[src/core/psu_cmd_pkg.sv]
/*
  Shared constants, types and helpers for the regulation command bank.
  Assumes one 100 MHz clock and a two-wire serial bus at the pins.
*/
package psu_cmd_pkg;
  // ====================================
  // Bus address and command map
  localparam logic [6:0] DEV_ADDR = 7'h18;
  localparam logic [7:0] CMD_VOLT_ONLY = 8'h0E;
  localparam logic [7:0] CMD_CV = 8'h10;
  localparam logic [7:0] CMD_CDC = 8'h16;
  localparam logic [7:0] CMD_KNEE = 8'h1A;
  localparam logic [7:0] CMD_PLT = 8'h2A;
  localparam logic [7:0] CMD_RD_PTR = 8'h80;
  localparam logic [7:0] CMD_CC = 8'h98;
  localparam logic [7:0] CMD_OL_RESP = 8'hA8;
  // Readback pointer targets and status bit positions
  localparam logic [7:0] PTR_STATUS = 8'h14;
  localparam logic [7:0] PTR_AVG_CUR = 8'h1A;
  localparam int BIT_READY = 14;
  localparam int BIT_IS_SHORT = 3;
  localparam int BIT_UV = 1;
  // ====================================
  // Reset values and legal ranges
  localparam logic [13:0] CV_RESET = 14'h01F4;
  localparam logic [13:0] CV_MIN = 14'h012C;
  localparam logic [13:0] CV_MAX = 14'h0960;
  localparam logic [7:0] CC_RESET = 8'h80;
  localparam logic [7:0] CC_MIN = 8'h19;
  localparam logic [7:0] CC_MAX = 8'h80;
  localparam logic [7:0] KNEE_RESET = 8'hF0;
  localparam logic [7:0] KNEE_MAX = 8'hF0;
  localparam logic [3:0] CDC_MAX = 4'hC;
  localparam logic [14:0] CDC_STEP = 15'h0005;
  localparam logic [19:0] POWER_SCALE = 20'h0_0500;
  localparam logic [11:0] KNEE_TO_10MV = 12'h00A;
  localparam logic [7:0] FULL_SCALE = 8'h80;
  localparam logic [6:0] PLT_BASE = 7'h08;
  // ====================================
  // Timing
  localparam int MS_US = 1000;
  localparam int CLK_NS = 10;
  localparam int CYC_PER_MS = MS_US * 1000 / CLK_NS;
  // ====================================
  // Types
  typedef enum logic [1:0] {RESP_NONE = 2'b00, RESP_AR = 2'b01, RESP_LO = 2'b10} resp_e;
  typedef enum logic [1:0] {REG_CV = 2'b00, REG_CP = 2'b01, REG_CC = 2'b10} region_e;
  typedef struct packed {
    logic valid;
    logic first;
    logic [7:0] data;
  } byte_ev_s;
  typedef struct packed {
    logic voltage_only_enable;
    logic [13:0] cv;
    logic [3:0] cdc;
    logic [7:0] knee;
    logic [1:0] plt;
    logic [7:0] ptr;
    logic [7:0] cc;
    resp_e resp;
  } cmd_regs_s;
  // Odd parity holds when the byte has an odd count of ones
  function automatic logic odd_par(input logic [7:0] b);
    return ^b;
  endfunction
endpackage

[src/core/psu_regulation_command_regs.sv]
/*
  Command register bank setting the regulation targets of the supply,
  reached over the two-wire bus, plus the overload timer and region select.
  Assumes averaged current, output voltage and fault inputs synchronous to CLK.
*/
`timescale 1ns/10ps
// Overview of operation
// Host checks ready flag before traffic and after any restart or power-up.
// Pointer 0x14 written to 0x80; high byte read back; bit 14 means ready.
// Current regulation compares the averaged current reading, never instant samples.
// Output setpoint spans 3 V to 24 V at 10 mV per step.
// Output setpoint resets to 5 V.
// Command bytes carry odd parity in the top bit; current register is 0x98.
// Current threshold code limited to 25 through 128.
// One code step is full-scale sense voltage divided by 128.
// Knee voltage times full-scale current sets the power limit.
// Regions go voltage, then power, then current below the knee voltage.
// Knee voltage at 24 V removes the constant-power region.
// Lowering current threshold leaves the power limit unchanged.
// Cable drop code 0 to 12 gives 0 to 600 mV in 50 mV steps.
// Compensation zero at no load, linear, full at full-scale current.
// Shorted sense input disables compensation and current regulation.
// Voltage-only mode turns the current register into an overload threshold.
// Overload starts peak-load timer of 8, 16, 32 or 64 ms.
// Timer expiry gives auto-restart, latch-off or nothing; code 2 latches.
// After reset fault response is none and timer is 8 ms.
// Undervoltage protection stays forced on in voltage-only mode.
// Address byte 0x30 writes, 0x31 reads; words go command, low, high.
module psu_regulation_command_regs
  import psu_cmd_pkg::*;
#(
  parameter int MS_CYCLES = CYC_PER_MS
)(
  // Clock and reset
  input wire logic CLK,
  input wire logic RST_B,
  // Serial bus pins
  input wire logic SCL,
  input wire logic SDA_IN,
  output logic SDA_OUT,
  output logic SDA_OE,
  // Supply measurements and status
  input wire logic SYS_READY,
  input wire logic [7:0] AVG_CURRENT,
  input wire logic [11:0] OUT_VOLTAGE,
  input wire logic IS_SHORT,
  input wire logic UV_COMPARE,
  // Regulation targets
  output logic [13:0] CV_TARGET,
  output logic CC_REG_EN,
  output logic [7:0] CC_LIMIT,
  output logic [6:0] CDC_OFFSET,
  output region_e REGION,
  // Overload handling
  output logic OVERLOAD,
  output logic AUTO_RESTART,
  output logic LATCH_OFF,
  output logic UV_PROTECT_FORCE
);
  localparam int MSW = $clog2(MS_CYCLES);
  localparam logic [MSW-1:0] MS_LAST = MSW'(MS_CYCLES - 1);

  if (MS_CYCLES < 2) begin : g_chk
    $error("MS_CYCLES must be at least 2");
  end

  typedef enum logic [2:0] {
    X_IDLE = 3'b000, X_CMD = 3'b001, X_LO = 3'b010,
    X_HI = 3'b011, X_RD = 3'b100, X_SKIP = 3'b101
  } xfer_e;
  typedef struct packed {
    cmd_regs_s r;
    xfer_e x;
    logic [7:0] cmd;
    logic [7:0] lo;
    logic ack;
    logic rd_hi;
    logic [7:0] tx;
    logic [MSW-1:0] ms;
    logic [6:0] plt_cnt;
    logic over;
    logic fired;
    logic ar;
    logic latched;
    logic cc_en;
    region_e region;
    logic [6:0] cdc_off;
  } st_s;

  st_s s;
  st_s n;
  byte_ev_s rx;
  logic tx_taken;
  logic [15:0] status;
  logic [15:0] rd_word;
  logic over_now;
  logic [19:0] p_meas;
  logic [19:0] p_lim;
  logic [11:0] knee_10mv;
  logic [7:0] avg_sat;
  logic [14:0] cdc_prod;
  logic [6:0] plt_limit;

  // ====================================
  // Helpers
  function automatic logic [13:0] clamp(input logic [13:0] v, input logic [13:0] lo,
                                        input logic [13:0] hi);
    return (v < lo) ? lo : ((v > hi) ? hi : v);
  endfunction

  // Data length of a command: 0 unknown, 1 byte, 2 word
  function automatic logic [1:0] cmd_len(input logic [7:0] c);
    logic [1:0] l;
    l = 2'h0;
    if (c == CMD_VOLT_ONLY || c == CMD_CDC || c == CMD_PLT || c == CMD_OL_RESP) begin
      l = 2'h1;
    end else if (c == CMD_CV || c == CMD_KNEE || c == CMD_RD_PTR || c == CMD_CC) begin
      l = 2'h2;
    end
    return l;
  endfunction

  // Store a payload; out of range setpoint, drop, knee and threshold codes are clamped, not refused
  function automatic cmd_regs_s apply(input cmd_regs_s r, input logic [7:0] c,
                                      input logic [13:0] v);
    cmd_regs_s q;
    logic [13:0] t;
    q = r;
    t = 14'h0000;
    case (c)
      // mode select
      CMD_VOLT_ONLY: q.voltage_only_enable = v[0];
      // setpoint range
      CMD_CV: q.cv = clamp(v, CV_MIN, CV_MAX);
      // compensation code
      CMD_CDC: q.cdc = (v > {10'h000, CDC_MAX}) ? CDC_MAX : v[3:0];
      CMD_KNEE: begin
        t = clamp(v, 14'h0000, {6'h00, KNEE_MAX});
        q.knee = t[7:0];
      end
      // timer length code
      CMD_PLT: q.plt = v[1:0];
      CMD_RD_PTR: q.ptr = v[7:0];
      // threshold range
      CMD_CC: begin
        t = clamp(v, {6'h00, CC_MIN}, {6'h00, CC_MAX});
        q.cc = t[7:0];
      end
      // response code, unused code means none
      CMD_OL_RESP: q.resp = (v[1:0] == 2'b11) ? RESP_NONE : resp_e'(v[1:0]);
      default: q = r;
    endcase
    return q;
  endfunction

  // ====================================
  // Bus byte engine
  serial_byte_link u_link (
    .clk(CLK),
    .rst_b(RST_B),
    .scl(SCL),
    .sda_in(SDA_IN),
    .sda_oe(SDA_OE),
    .ack(s.ack),
    .tx_data(s.tx),
    .rx(rx),
    .tx_taken(tx_taken)
  );

  // live status word and readback choice
  always_comb begin
    status = 16'h0000;
    status[BIT_READY] = SYS_READY;
    status[BIT_IS_SHORT] = IS_SHORT;
    status[BIT_UV] = UV_COMPARE;
    if (s.r.ptr == PTR_STATUS) begin
      rd_word = status;
    end else if (s.r.ptr == PTR_AVG_CUR) begin
      rd_word = {8'h00, AVG_CURRENT};
    end else begin
      rd_word = 16'h0000;
    end
  end

  // ====================================
  // Next state: transactions, regulation, overload timer
  always_comb begin
    n = s;
    n.ar = 1'b0;
    // address byte, then command, low, high
    if (rx.valid && rx.first) begin
      n.ack = (rx.data[7:1] == DEV_ADDR);
      n.x = !n.ack ? X_IDLE : (rx.data[0] ? X_RD : X_CMD);
      n.tx = rd_word[7:0];
      n.rd_hi = 1'b1;
    end else if (rx.valid) begin
      case (s.x)
        X_CMD: begin
          // command parity and known command code
          n.ack = odd_par(rx.data) && (cmd_len(rx.data) != 2'h0);
          n.cmd = rx.data;
          n.x = n.ack ? X_LO : X_SKIP;
        end
        X_LO: begin
          n.ack = 1'b1;
          n.lo = rx.data;
          if (cmd_len(s.cmd) == 2'h1) begin
            n.r = apply(s.r, s.cmd, {6'h00, rx.data});
            n.x = X_SKIP;
          end else begin
            n.x = X_HI;
          end
        end
        X_HI: begin
          // word bytes carry parity, pointer word excepted
          n.ack = (s.cmd == CMD_RD_PTR) || (odd_par(s.lo) && odd_par(rx.data));
          if (n.ack) n.r = apply(s.r, s.cmd, {rx.data[6:0], s.lo[6:0]});
          n.x = X_SKIP;
        end
        default: n.ack = 1'b0;
      endcase
    end
    // read returns low byte then high byte
    if (tx_taken) begin
      n.tx = s.rd_hi ? rd_word[15:8] : rd_word[7:0];
      n.rd_hi = !s.rd_hi;
    end

    // shorted sense kills current regulation
    n.cc_en = !s.r.voltage_only_enable && !IS_SHORT;
    // threshold becomes an overload level
    over_now = s.r.voltage_only_enable && (AVG_CURRENT > s.r.cc);
    // power measured against knee times full scale
    // limit ignores the current code
    p_meas = {8'h00, OUT_VOLTAGE} * {12'h000, AVG_CURRENT};
    p_lim = {12'h000, s.r.knee} * POWER_SCALE;
    knee_10mv = {4'h0, s.r.knee} * KNEE_TO_10MV;
    // regions use the averaged current only
    // knee at max skips power region
    if (IS_SHORT) begin
      n.region = REG_CV;
    end else if (n.cc_en && AVG_CURRENT >= s.r.cc) begin
      n.region = REG_CC;
    end else if (s.r.knee < KNEE_MAX && p_meas >= p_lim) begin
      // power limit above knee, current limit below it
      n.region = (OUT_VOLTAGE >= knee_10mv) ? REG_CP : REG_CC;
    end else begin
      n.region = REG_CV;
    end
    // compensation linear up to full-scale current
    // codes count 128ths of full scale
    avg_sat = (AVG_CURRENT > FULL_SCALE) ? FULL_SCALE : AVG_CURRENT;
    cdc_prod = {11'h000, s.r.cdc} * CDC_STEP * {7'h00, avg_sat};
    n.cdc_off = IS_SHORT ? 7'h00 : cdc_prod[13:7];

    // millisecond count runs only while overloaded
    plt_limit = PLT_BASE << s.r.plt;
    n.over = over_now;
    if (!over_now) begin
      n.ms = '0;
      n.plt_cnt = 7'h00;
      n.fired = 1'b0;
    end else if (s.ms == MS_LAST) begin
      n.ms = '0;
      if (!s.fired) begin
        n.plt_cnt = s.plt_cnt + 7'h01;
        if (n.plt_cnt == plt_limit) begin
          // one response per overload episode
          n.fired = 1'b1;
          n.ar = (s.r.resp == RESP_AR);
          n.latched = s.latched || (s.r.resp == RESP_LO);
        end
      end
    end else begin
      n.ms = s.ms + 1'b1;
    end
  end

  // setpoint 5 V after reset
  // no response, 8 ms timer after reset
  always_ff @(posedge CLK or negedge RST_B) begin
    if (!RST_B) begin
      s <= '0;
      s.r.cv <= CV_RESET;
      s.r.cc <= CC_RESET;
      s.r.knee <= KNEE_RESET;
      s.r.ptr <= PTR_STATUS;
    end else begin
      s <= n;
    end
  end

  // Outputs; open drain, so the pin only ever pulls low
  assign SDA_OUT = 1'b0;
  assign CV_TARGET = s.r.cv;
  assign CC_REG_EN = s.cc_en;
  assign CC_LIMIT = s.r.cc;
  assign CDC_OFFSET = s.cdc_off;
  assign REGION = s.region;
  assign OVERLOAD = s.over;
  assign AUTO_RESTART = s.ar;
  assign LATCH_OFF = s.latched;
  // undervoltage guard forced in voltage-only mode
  assign UV_PROTECT_FORCE = s.r.voltage_only_enable;
endmodule

[src/core/serial_byte_link.sv]
/*
  Byte engine of the two-wire slave: start/stop, bit shifting, ack slot, reads.
  Assumes pins synchronous to CLK, each SCL phase at least four cycles long.
*/
`timescale 1ns/10ps
module serial_byte_link
  import psu_cmd_pkg::*;
(
  // Clock and reset
  input wire logic clk,
  input wire logic rst_b,
  // Pins
  input wire logic scl,
  input wire logic sda_in,
  output logic sda_oe,
  // Bytes to and from the register bank
  input wire logic ack,
  input wire logic [7:0] tx_data,
  output byte_ev_s rx,
  output logic tx_taken
);
  typedef enum logic [2:0] {
    PH_IDLE = 3'b000, PH_RX = 3'b001, PH_ACK = 3'b010,
    PH_TX = 3'b011, PH_MACK = 3'b100, PH_TXL = 3'b101
  } phase_e;
  typedef struct packed {
    logic scl_q;
    logic sda_q;
    phase_e ph;
    logic [3:0] cnt;
    logic [7:0] sh;
    logic first;
    logic rd;
    logic oe;
    logic ev;
    logic taken;
  } link_s;
  link_s s;
  link_s n;
  logic rise;
  logic fall;

  // ====================================
  // Bit level sequencing
  always_comb begin
    n = s;
    n.scl_q = scl;
    n.sda_q = sda_in;
    n.ev = 1'b0;
    n.taken = 1'b0;
    rise = scl && !s.scl_q;
    fall = !scl && s.scl_q;
    if (scl && s.scl_q && s.sda_q && !sda_in) begin
      n.ph = PH_RX;
      n.cnt = 4'h0;
      n.first = 1'b1;
      n.rd = 1'b0;
      n.oe = 1'b0;
    end else if (scl && s.scl_q && !s.sda_q && sda_in) begin
      n.ph = PH_IDLE;
      n.oe = 1'b0;
    end else begin
      case (s.ph)
        PH_RX: if (rise) begin
          n.sh = {s.sh[6:0], sda_in};
          n.cnt = s.cnt + 4'h1;
          if (s.cnt == 4'h7) begin
            n.ev = 1'b1;
            n.ph = PH_ACK;
          end
        end
        PH_ACK: if (fall) begin
          if (!s.oe) begin
            // Bank decided in the meantime; a refusal ends the transfer
            n.oe = ack;
            n.rd = s.first && s.sh[0];
            if (!ack) n.ph = PH_IDLE;
          end else begin
            n.first = 1'b0;
            n.cnt = 4'h0;
            n.oe = s.rd && !tx_data[7];
            n.sh = {tx_data[6:0], 1'b0};
            n.cnt = s.rd ? 4'h1 : 4'h0;
            n.ph = s.rd ? PH_TX : PH_RX;
          end
        end
        PH_TX: if (fall) begin
          n.oe = (s.cnt == 4'h8) ? 1'b0 : !s.sh[7];
          n.sh = {s.sh[6:0], 1'b0};
          n.cnt = s.cnt + 4'h1;
          if (s.cnt == 4'h8) n.ph = PH_MACK;
        end
        PH_MACK: if (rise) begin
          n.taken = !sda_in;
          n.ph = sda_in ? PH_IDLE : PH_TXL;
        end
        PH_TXL: if (fall) begin
          n.oe = !tx_data[7];
          n.sh = {tx_data[6:0], 1'b0};
          n.cnt = 4'h1;
          n.ph = PH_TX;
        end
        default: n.ph = PH_IDLE;
      endcase
    end
  end

  // State register; lines idle high at reset
  always_ff @(posedge clk or negedge rst_b) begin
    if (!rst_b) begin
      s <= '0;
      s.scl_q <= 1'b1;
      s.sda_q <= 1'b1;
    end else begin
      s <= n;
    end
  end

  assign sda_oe = s.oe;
  assign rx = '{valid: s.ev, first: s.first, data: s.sh};
  assign tx_taken = s.taken;
endmodule

[config.mk]
export PLATFORM = sky130hd
export DESIGN_NAME = psu_regulation_command_regs
export DESIGN_NICKNAME = d
export VERILOG_FILES = /design/src/core/psu_cmd_pkg.sv /design/src/core/psu_regulation_command_regs.sv /design/src/core/serial_byte_link.sv
export SDC_FILE = /design/constraint.sdc
export NUM_CORES = 1
export LEC_CHECK = 0
export BUFFER_PORTS_ARGS = -buffer_cell sky130_fd_sc_hd__buf_4
export CAP_MARGIN = 20
export CORE_ASPECT_RATIO = 1.1
export CORE_UTILIZATION = 45
export CTS_CLUSTER_DIAMETER = 60
export CTS_CLUSTER_SIZE = 24
export DETAILED_ROUTE_END_ITERATION = 8
export GPL_ROUTABILITY_DRIVEN = 1
export PLACE_DENSITY = 0.63
export SYNTH_ARGS = -nofsm -noshare
export SYNTH_HDL_FRONTEND = slang
export SYNTH_SLANG_ARGS = --single-unit
[constraint.sdc]
create_clock -name CLK -period 7.8 [get_ports CLK]
set_input_delay 0 -clock CLK [delete_from_list [all_inputs] [get_ports CLK]]
set_output_delay 0 -clock CLK [all_outputs]
set_load 0.02 [all_outputs]
==> impl_summary.log <==
INFO  metric cts_htree_levels = 4
INFO  metric worst_ir_drop_on_vdd = 0.1409 mV
INFO  metric die_x = 167.3 um
INFO  metric ys.flop_type = sky130_fd_sc_hd__dfrtp_1
INFO  metric post_synth_fa_ha_maj_area_fraction = 0.2687
INFO  metric post-route-drc-count = 0
INFO  metric cts_resizes = 0
INFO  metric critical_path.top_delay_family = adder cells
INFO  metric worst_pin_slew = 1.005 ns
INFO  metric power.clock.fraction = 0.318
INFO  metric synth_seq_cells = roughly 140
INFO  metric postCtsSetupRepairBufs = 0
INFO  metric grt.met3_usage = 0.02777
INFO  metric synth_area = about 0.014 mm^2
INFO  metric synth.yosys.warnings = 0
INFO  metric drive_above_1_share = 0.1149
INFO  metric worst_ep_required_time = ~8.1 ns
INFO  metric synth_cells = 1481
INFO  metric area_of_combinational_cells_with_multiple_inputs = around 0.009 mm^2
INFO  metric switching_share = 0.3660
INFO  metric setup-tns-final = 0 ns
INFO  metric drt_iter0_drc = slightly below 600
INFO  metric grt_max_degree = 74
INFO  metric core_rows = 66
INFO  metric worst_slack = 1.720 ns
INFO  metric tritoncts.num_buffers = 17
INFO  metric timing_max_transition_violations_final = 0
INFO  metric pwr-share-seq = 0.269
INFO  metric clock_path_buffers = 2
INFO  metric path_cells = dlygate4sd3_1 -> buf_4 -> and2_1 -> fa_1 -> inv_1 -> fa_1 -> inv_1 -> fa_1 -> inv_1 -> fa_1 -> inv_1 -> ha_1 -> or3_1 -> or3_1 -> o221a_2 -> o211ai_1 -> xnor2_1 -> ha_1 -> and4_1 -> nand4_1 -> a2111oi_0 -> o221a_2 -> o21ai_0 -> a221oi_1
INFO  metric synth.most_common_cell = sky130_fd_sc_hd__inv_1
INFO  metric syn2layout_area_growth = 9.374%
INFO  metric wl = ~32000 um
INFO  metric timing.critical_path.slowest_stage_cell = sky130_fd_sc_hd__dlygate4sd3_1
INFO  metric synth_edf_count = 0
INFO  metric cp.arrival = 6.41 ns
INFO  metric p_switching = 0.001013 W
INFO  metric synth.lib_cells_used.distinct = 86
INFO  metric finalCritPeriodShare = 0.7795
INFO  metric ioPinCount = 65
INFO  metric path_buf_inv = 6
INFO  metric clock_sink_count = approximately 140
INFO  metric grt_resource_usage_total = 0.2193
INFO  metric critical_path.startpoint = AVG_CURRENT[4]
INFO  metric critical_path.reg2reg.startpoint = s[96]$_DFFE_PN0P_
INFO  metric global_route.overflow_total = 0
INFO  metric io_buffers = 63
INFO  metric routabilityCongestion = about 0.9
INFO  metric synth.top_cell.area_share = 0.2239
INFO  metric yosys-top-cells-count = sky130_fd_sc_hd__inv_1 (169), sky130_fd_sc_hd__ha_1 (148), sky130_fd_sc_hd__nand2_1 (140)
INFO  metric finalHoldViolations = 0
INFO  metric setup.worst_path.end_class = register
INFO  metric timing.max_slew.rel_slack = 0.3256
INFO  metric tritoncts = built
INFO  metric cell_internal_pwr = 0.001754 W
INFO  metric post_synth_and_or_nand_nor_area_fraction = 0.1985
INFO  metric maxCapViolCount = 0
INFO  metric route.detailed.wl_per_inst = 16.72 um
INFO  metric synth_top_family_by_area = adder cells
INFO  metric ys_top_cells_by_area = sky130_fd_sc_hd__dfrtp_1 (22%), sky130_fd_sc_hd__ha_1 (14%), sky130_fd_sc_hd__fa_1 (13%)
INFO  metric seq_area = between 0.003 and 0.004 mm^2
INFO  metric antenna_cell_count = 0
INFO  metric setup_viol = 0
INFO  metric combinational_share_of_power = 0.413
INFO  metric synth_compound_area_frac = 0.1100
INFO  metric initial_antenna_violation_count = 0
INFO  metric synth_area_per_cell = 9.130 um^2
INFO  metric final_net_count = around 1800
INFO  metric worstPathMaxFanout = 15
INFO  metric fill_cells = 2789
INFO  metric ctsRootBufferMaster = sky130_fd_sc_hd__clkbuf_16
INFO  metric holdCritStartpoint = SYS_READY
INFO  metric p_per_area = 187.1 mW/mm^2
INFO  metric min_period = roughly 6 ns
INFO  metric placed_cells_incl_taps = roughly 1800
INFO  metric die_area = 0.03075 mm^2
INFO  metric grt_first_pass_wirelength = approximately 54000 um
INFO  metric worst_clock_skew = about 0.0094 ns
INFO  metric starting_density_of_the_core = 0.4574
INFO  metric achievable-frequency = 0.1645 GHz
INFO  metric yosysSeqAreaShare = 0.2531
INFO  metric worst_hold_slack = 0.05163 ns
INFO  metric vias_per_cell = 5.441
INFO  metric timing_worst_setup_path_type = in -> reg
INFO  metric worst_skew_pair.late_latency = 0.44 ns
INFO  metric via_count = 10270
INFO  metric synth.mux.area_fraction = 0.04895
INFO  metric finalNonFillerCells = 1888
INFO  metric grt_util_met1 = 0.2748
INFO  metric hold_class = in -> reg
INFO  metric yosys.area_share.xor_xnor = 0.04118
INFO  metric detailedPlace.worstSlack = 1.703 ns
INFO  metric core_region_area = 0.02956 mm^2
INFO  metric run_status = completed
INFO  metric timing.critical_path.slowest_cell_delay = 0.54 ns
INFO  metric finalCoreUtilization = 0.5003
INFO  metric p_leak = 7.248 nW
INFO  metric rsz0062_at_grt = no
INFO  metric ant_nets = 0
INFO  metric synth_largest_area_cell = sky130_fd_sc_hd__dfrtp_1
INFO  metric detailedPlacementHpwl = 24230 um
INFO  metric async_reset_ff_frac = 1.000
INFO  metric critical_path.startpoint_type = primary input
INFO  metric syn-num-nets = approximately 1700
INFO  metric gr_busiest_metal = met2
INFO  metric die_y = 183.8 um
INFO  metric drt_pass1_iterations = 5
INFO  metric groute.layer.met2.usage = 0.3851
INFO  metric clock_input_transition_at_the_sequential_cells_of_the_worst_setup_and_hold_paths = approximately 0.06 ns
INFO  metric first_global_vias = 10550
## repair_timing
action / CTS / global route
endpoints found under the hold margin: 84 / 0
hold buffers: 9 / 0
endpoints found under the setup margin: 0 / 0
## tightest hold or removal path, stage by stage
cell	delay [ns]
sky130_fd_sc_hd__buf_4	0.08
sky130_fd_sc_hd__and4_1	0.18
sky130_fd_sc_hd__a311oi_1	0.06
sky130_fd_sc_hd__a21oi_1	0.13
## state kept, by name, indices dropped and copies added, names as in the netlist, 2 cells and up
signal / flops
CDC_OFFSET: 7
CV_TARGET: 14
u_link.s: 10
s: 78
u_link.rx: 10
CC_LIMIT: 8
REGION: 2
## cell families after synthesis
| kind of cell | after synthesis |
|---|---|
| muxes | 61 |
| and+or+nand+nor | 511 |
| DFF | 136 |
| other | 1 |
| AOI/OAI and AO/OA | 230 |
| adders and majority gates | 237 |
| buffers and inverters | 244 |
| xor gates and xnor gates | 61 |
## final timing paths
path                                            end  slack, ns  cells after the start
setup / recovery                REGION[0]$_DFF_PN0_       1.72                     24
hold / removal                    s[44]$_DFFE_PN0P_       0.05                      4
setup reg to reg            CDC_OFFSET[3]$_DFF_PN0_       1.76                     17
hold reg to reg            CV_TARGET[2]$_DFFE_PN1P_       0.48                      2
max in group asynchronous         s[64]$_DFFE_PN0P_       6.27                      3
min in group asynchronous  u_link.s[15]$_DFFE_PN0P_       0.11                      2
## power groups by stage
| stage | clock network (W) | registers, W | logic, W |
|---|---|---|---|
| 6_report | 0.000879 | 0.000744 | 0.00114 |
| 5_1_grt | 0.000927 | 0.000745 | 0.00132 |
| 2_1_floorplan | 0 | 0.000739 | 0.000868 |
| 4_1_cts | 0.000897 | 0.000745 | 0.00115 |
| 3_5_place_dp | 0 | 0.000757 | 0.00114 |
| 3_3_place_gp | 0 | 0.000757 | 0.00111 |
## routing by layer
metal / wire (um) / part of all wire
met4: 834 / 0.026
met2: 15560 / 0.49
met5: 0 / 0
met1: 14150 / 0.45
met3: 1016 / 0.032
## per-stage QoR
stage | total power (W) | instance area (um^2)
finish | 0.002767 | 14790
global route | 0.002990 | 14790
CTS | 0.002796 | 14790
detailed placement | 0.001898 | 14060
global placement | 0.001870 | 14060
floorplan | 0.001608 | 13520
## cell usage in the layout (no fill, tap or decap), drive strengths merged, types with 25 or more instances in the layout
master,n
fa,89
nor2b,25
nand2,141
nand3,31
o21ai,60
a21oi,67
nor2,97
xnor2,35
buf,67
and2,105
dfrtp,121
xor2,25
mux2,41
inv,174
ha,148
## cell type report
cell class,count,area share
Clock inverter,15,0.01455
Clock buffer,17,0.02876
Inverter,169,0.04289
Sequential cell,136,0.2314
Tap cell,374,0.03164
Multi-Input combinational cell,1101,0.6104
Timing Repair Buffer,76,0.04036
Note: power is estimated with default switching activity, not from simulation.
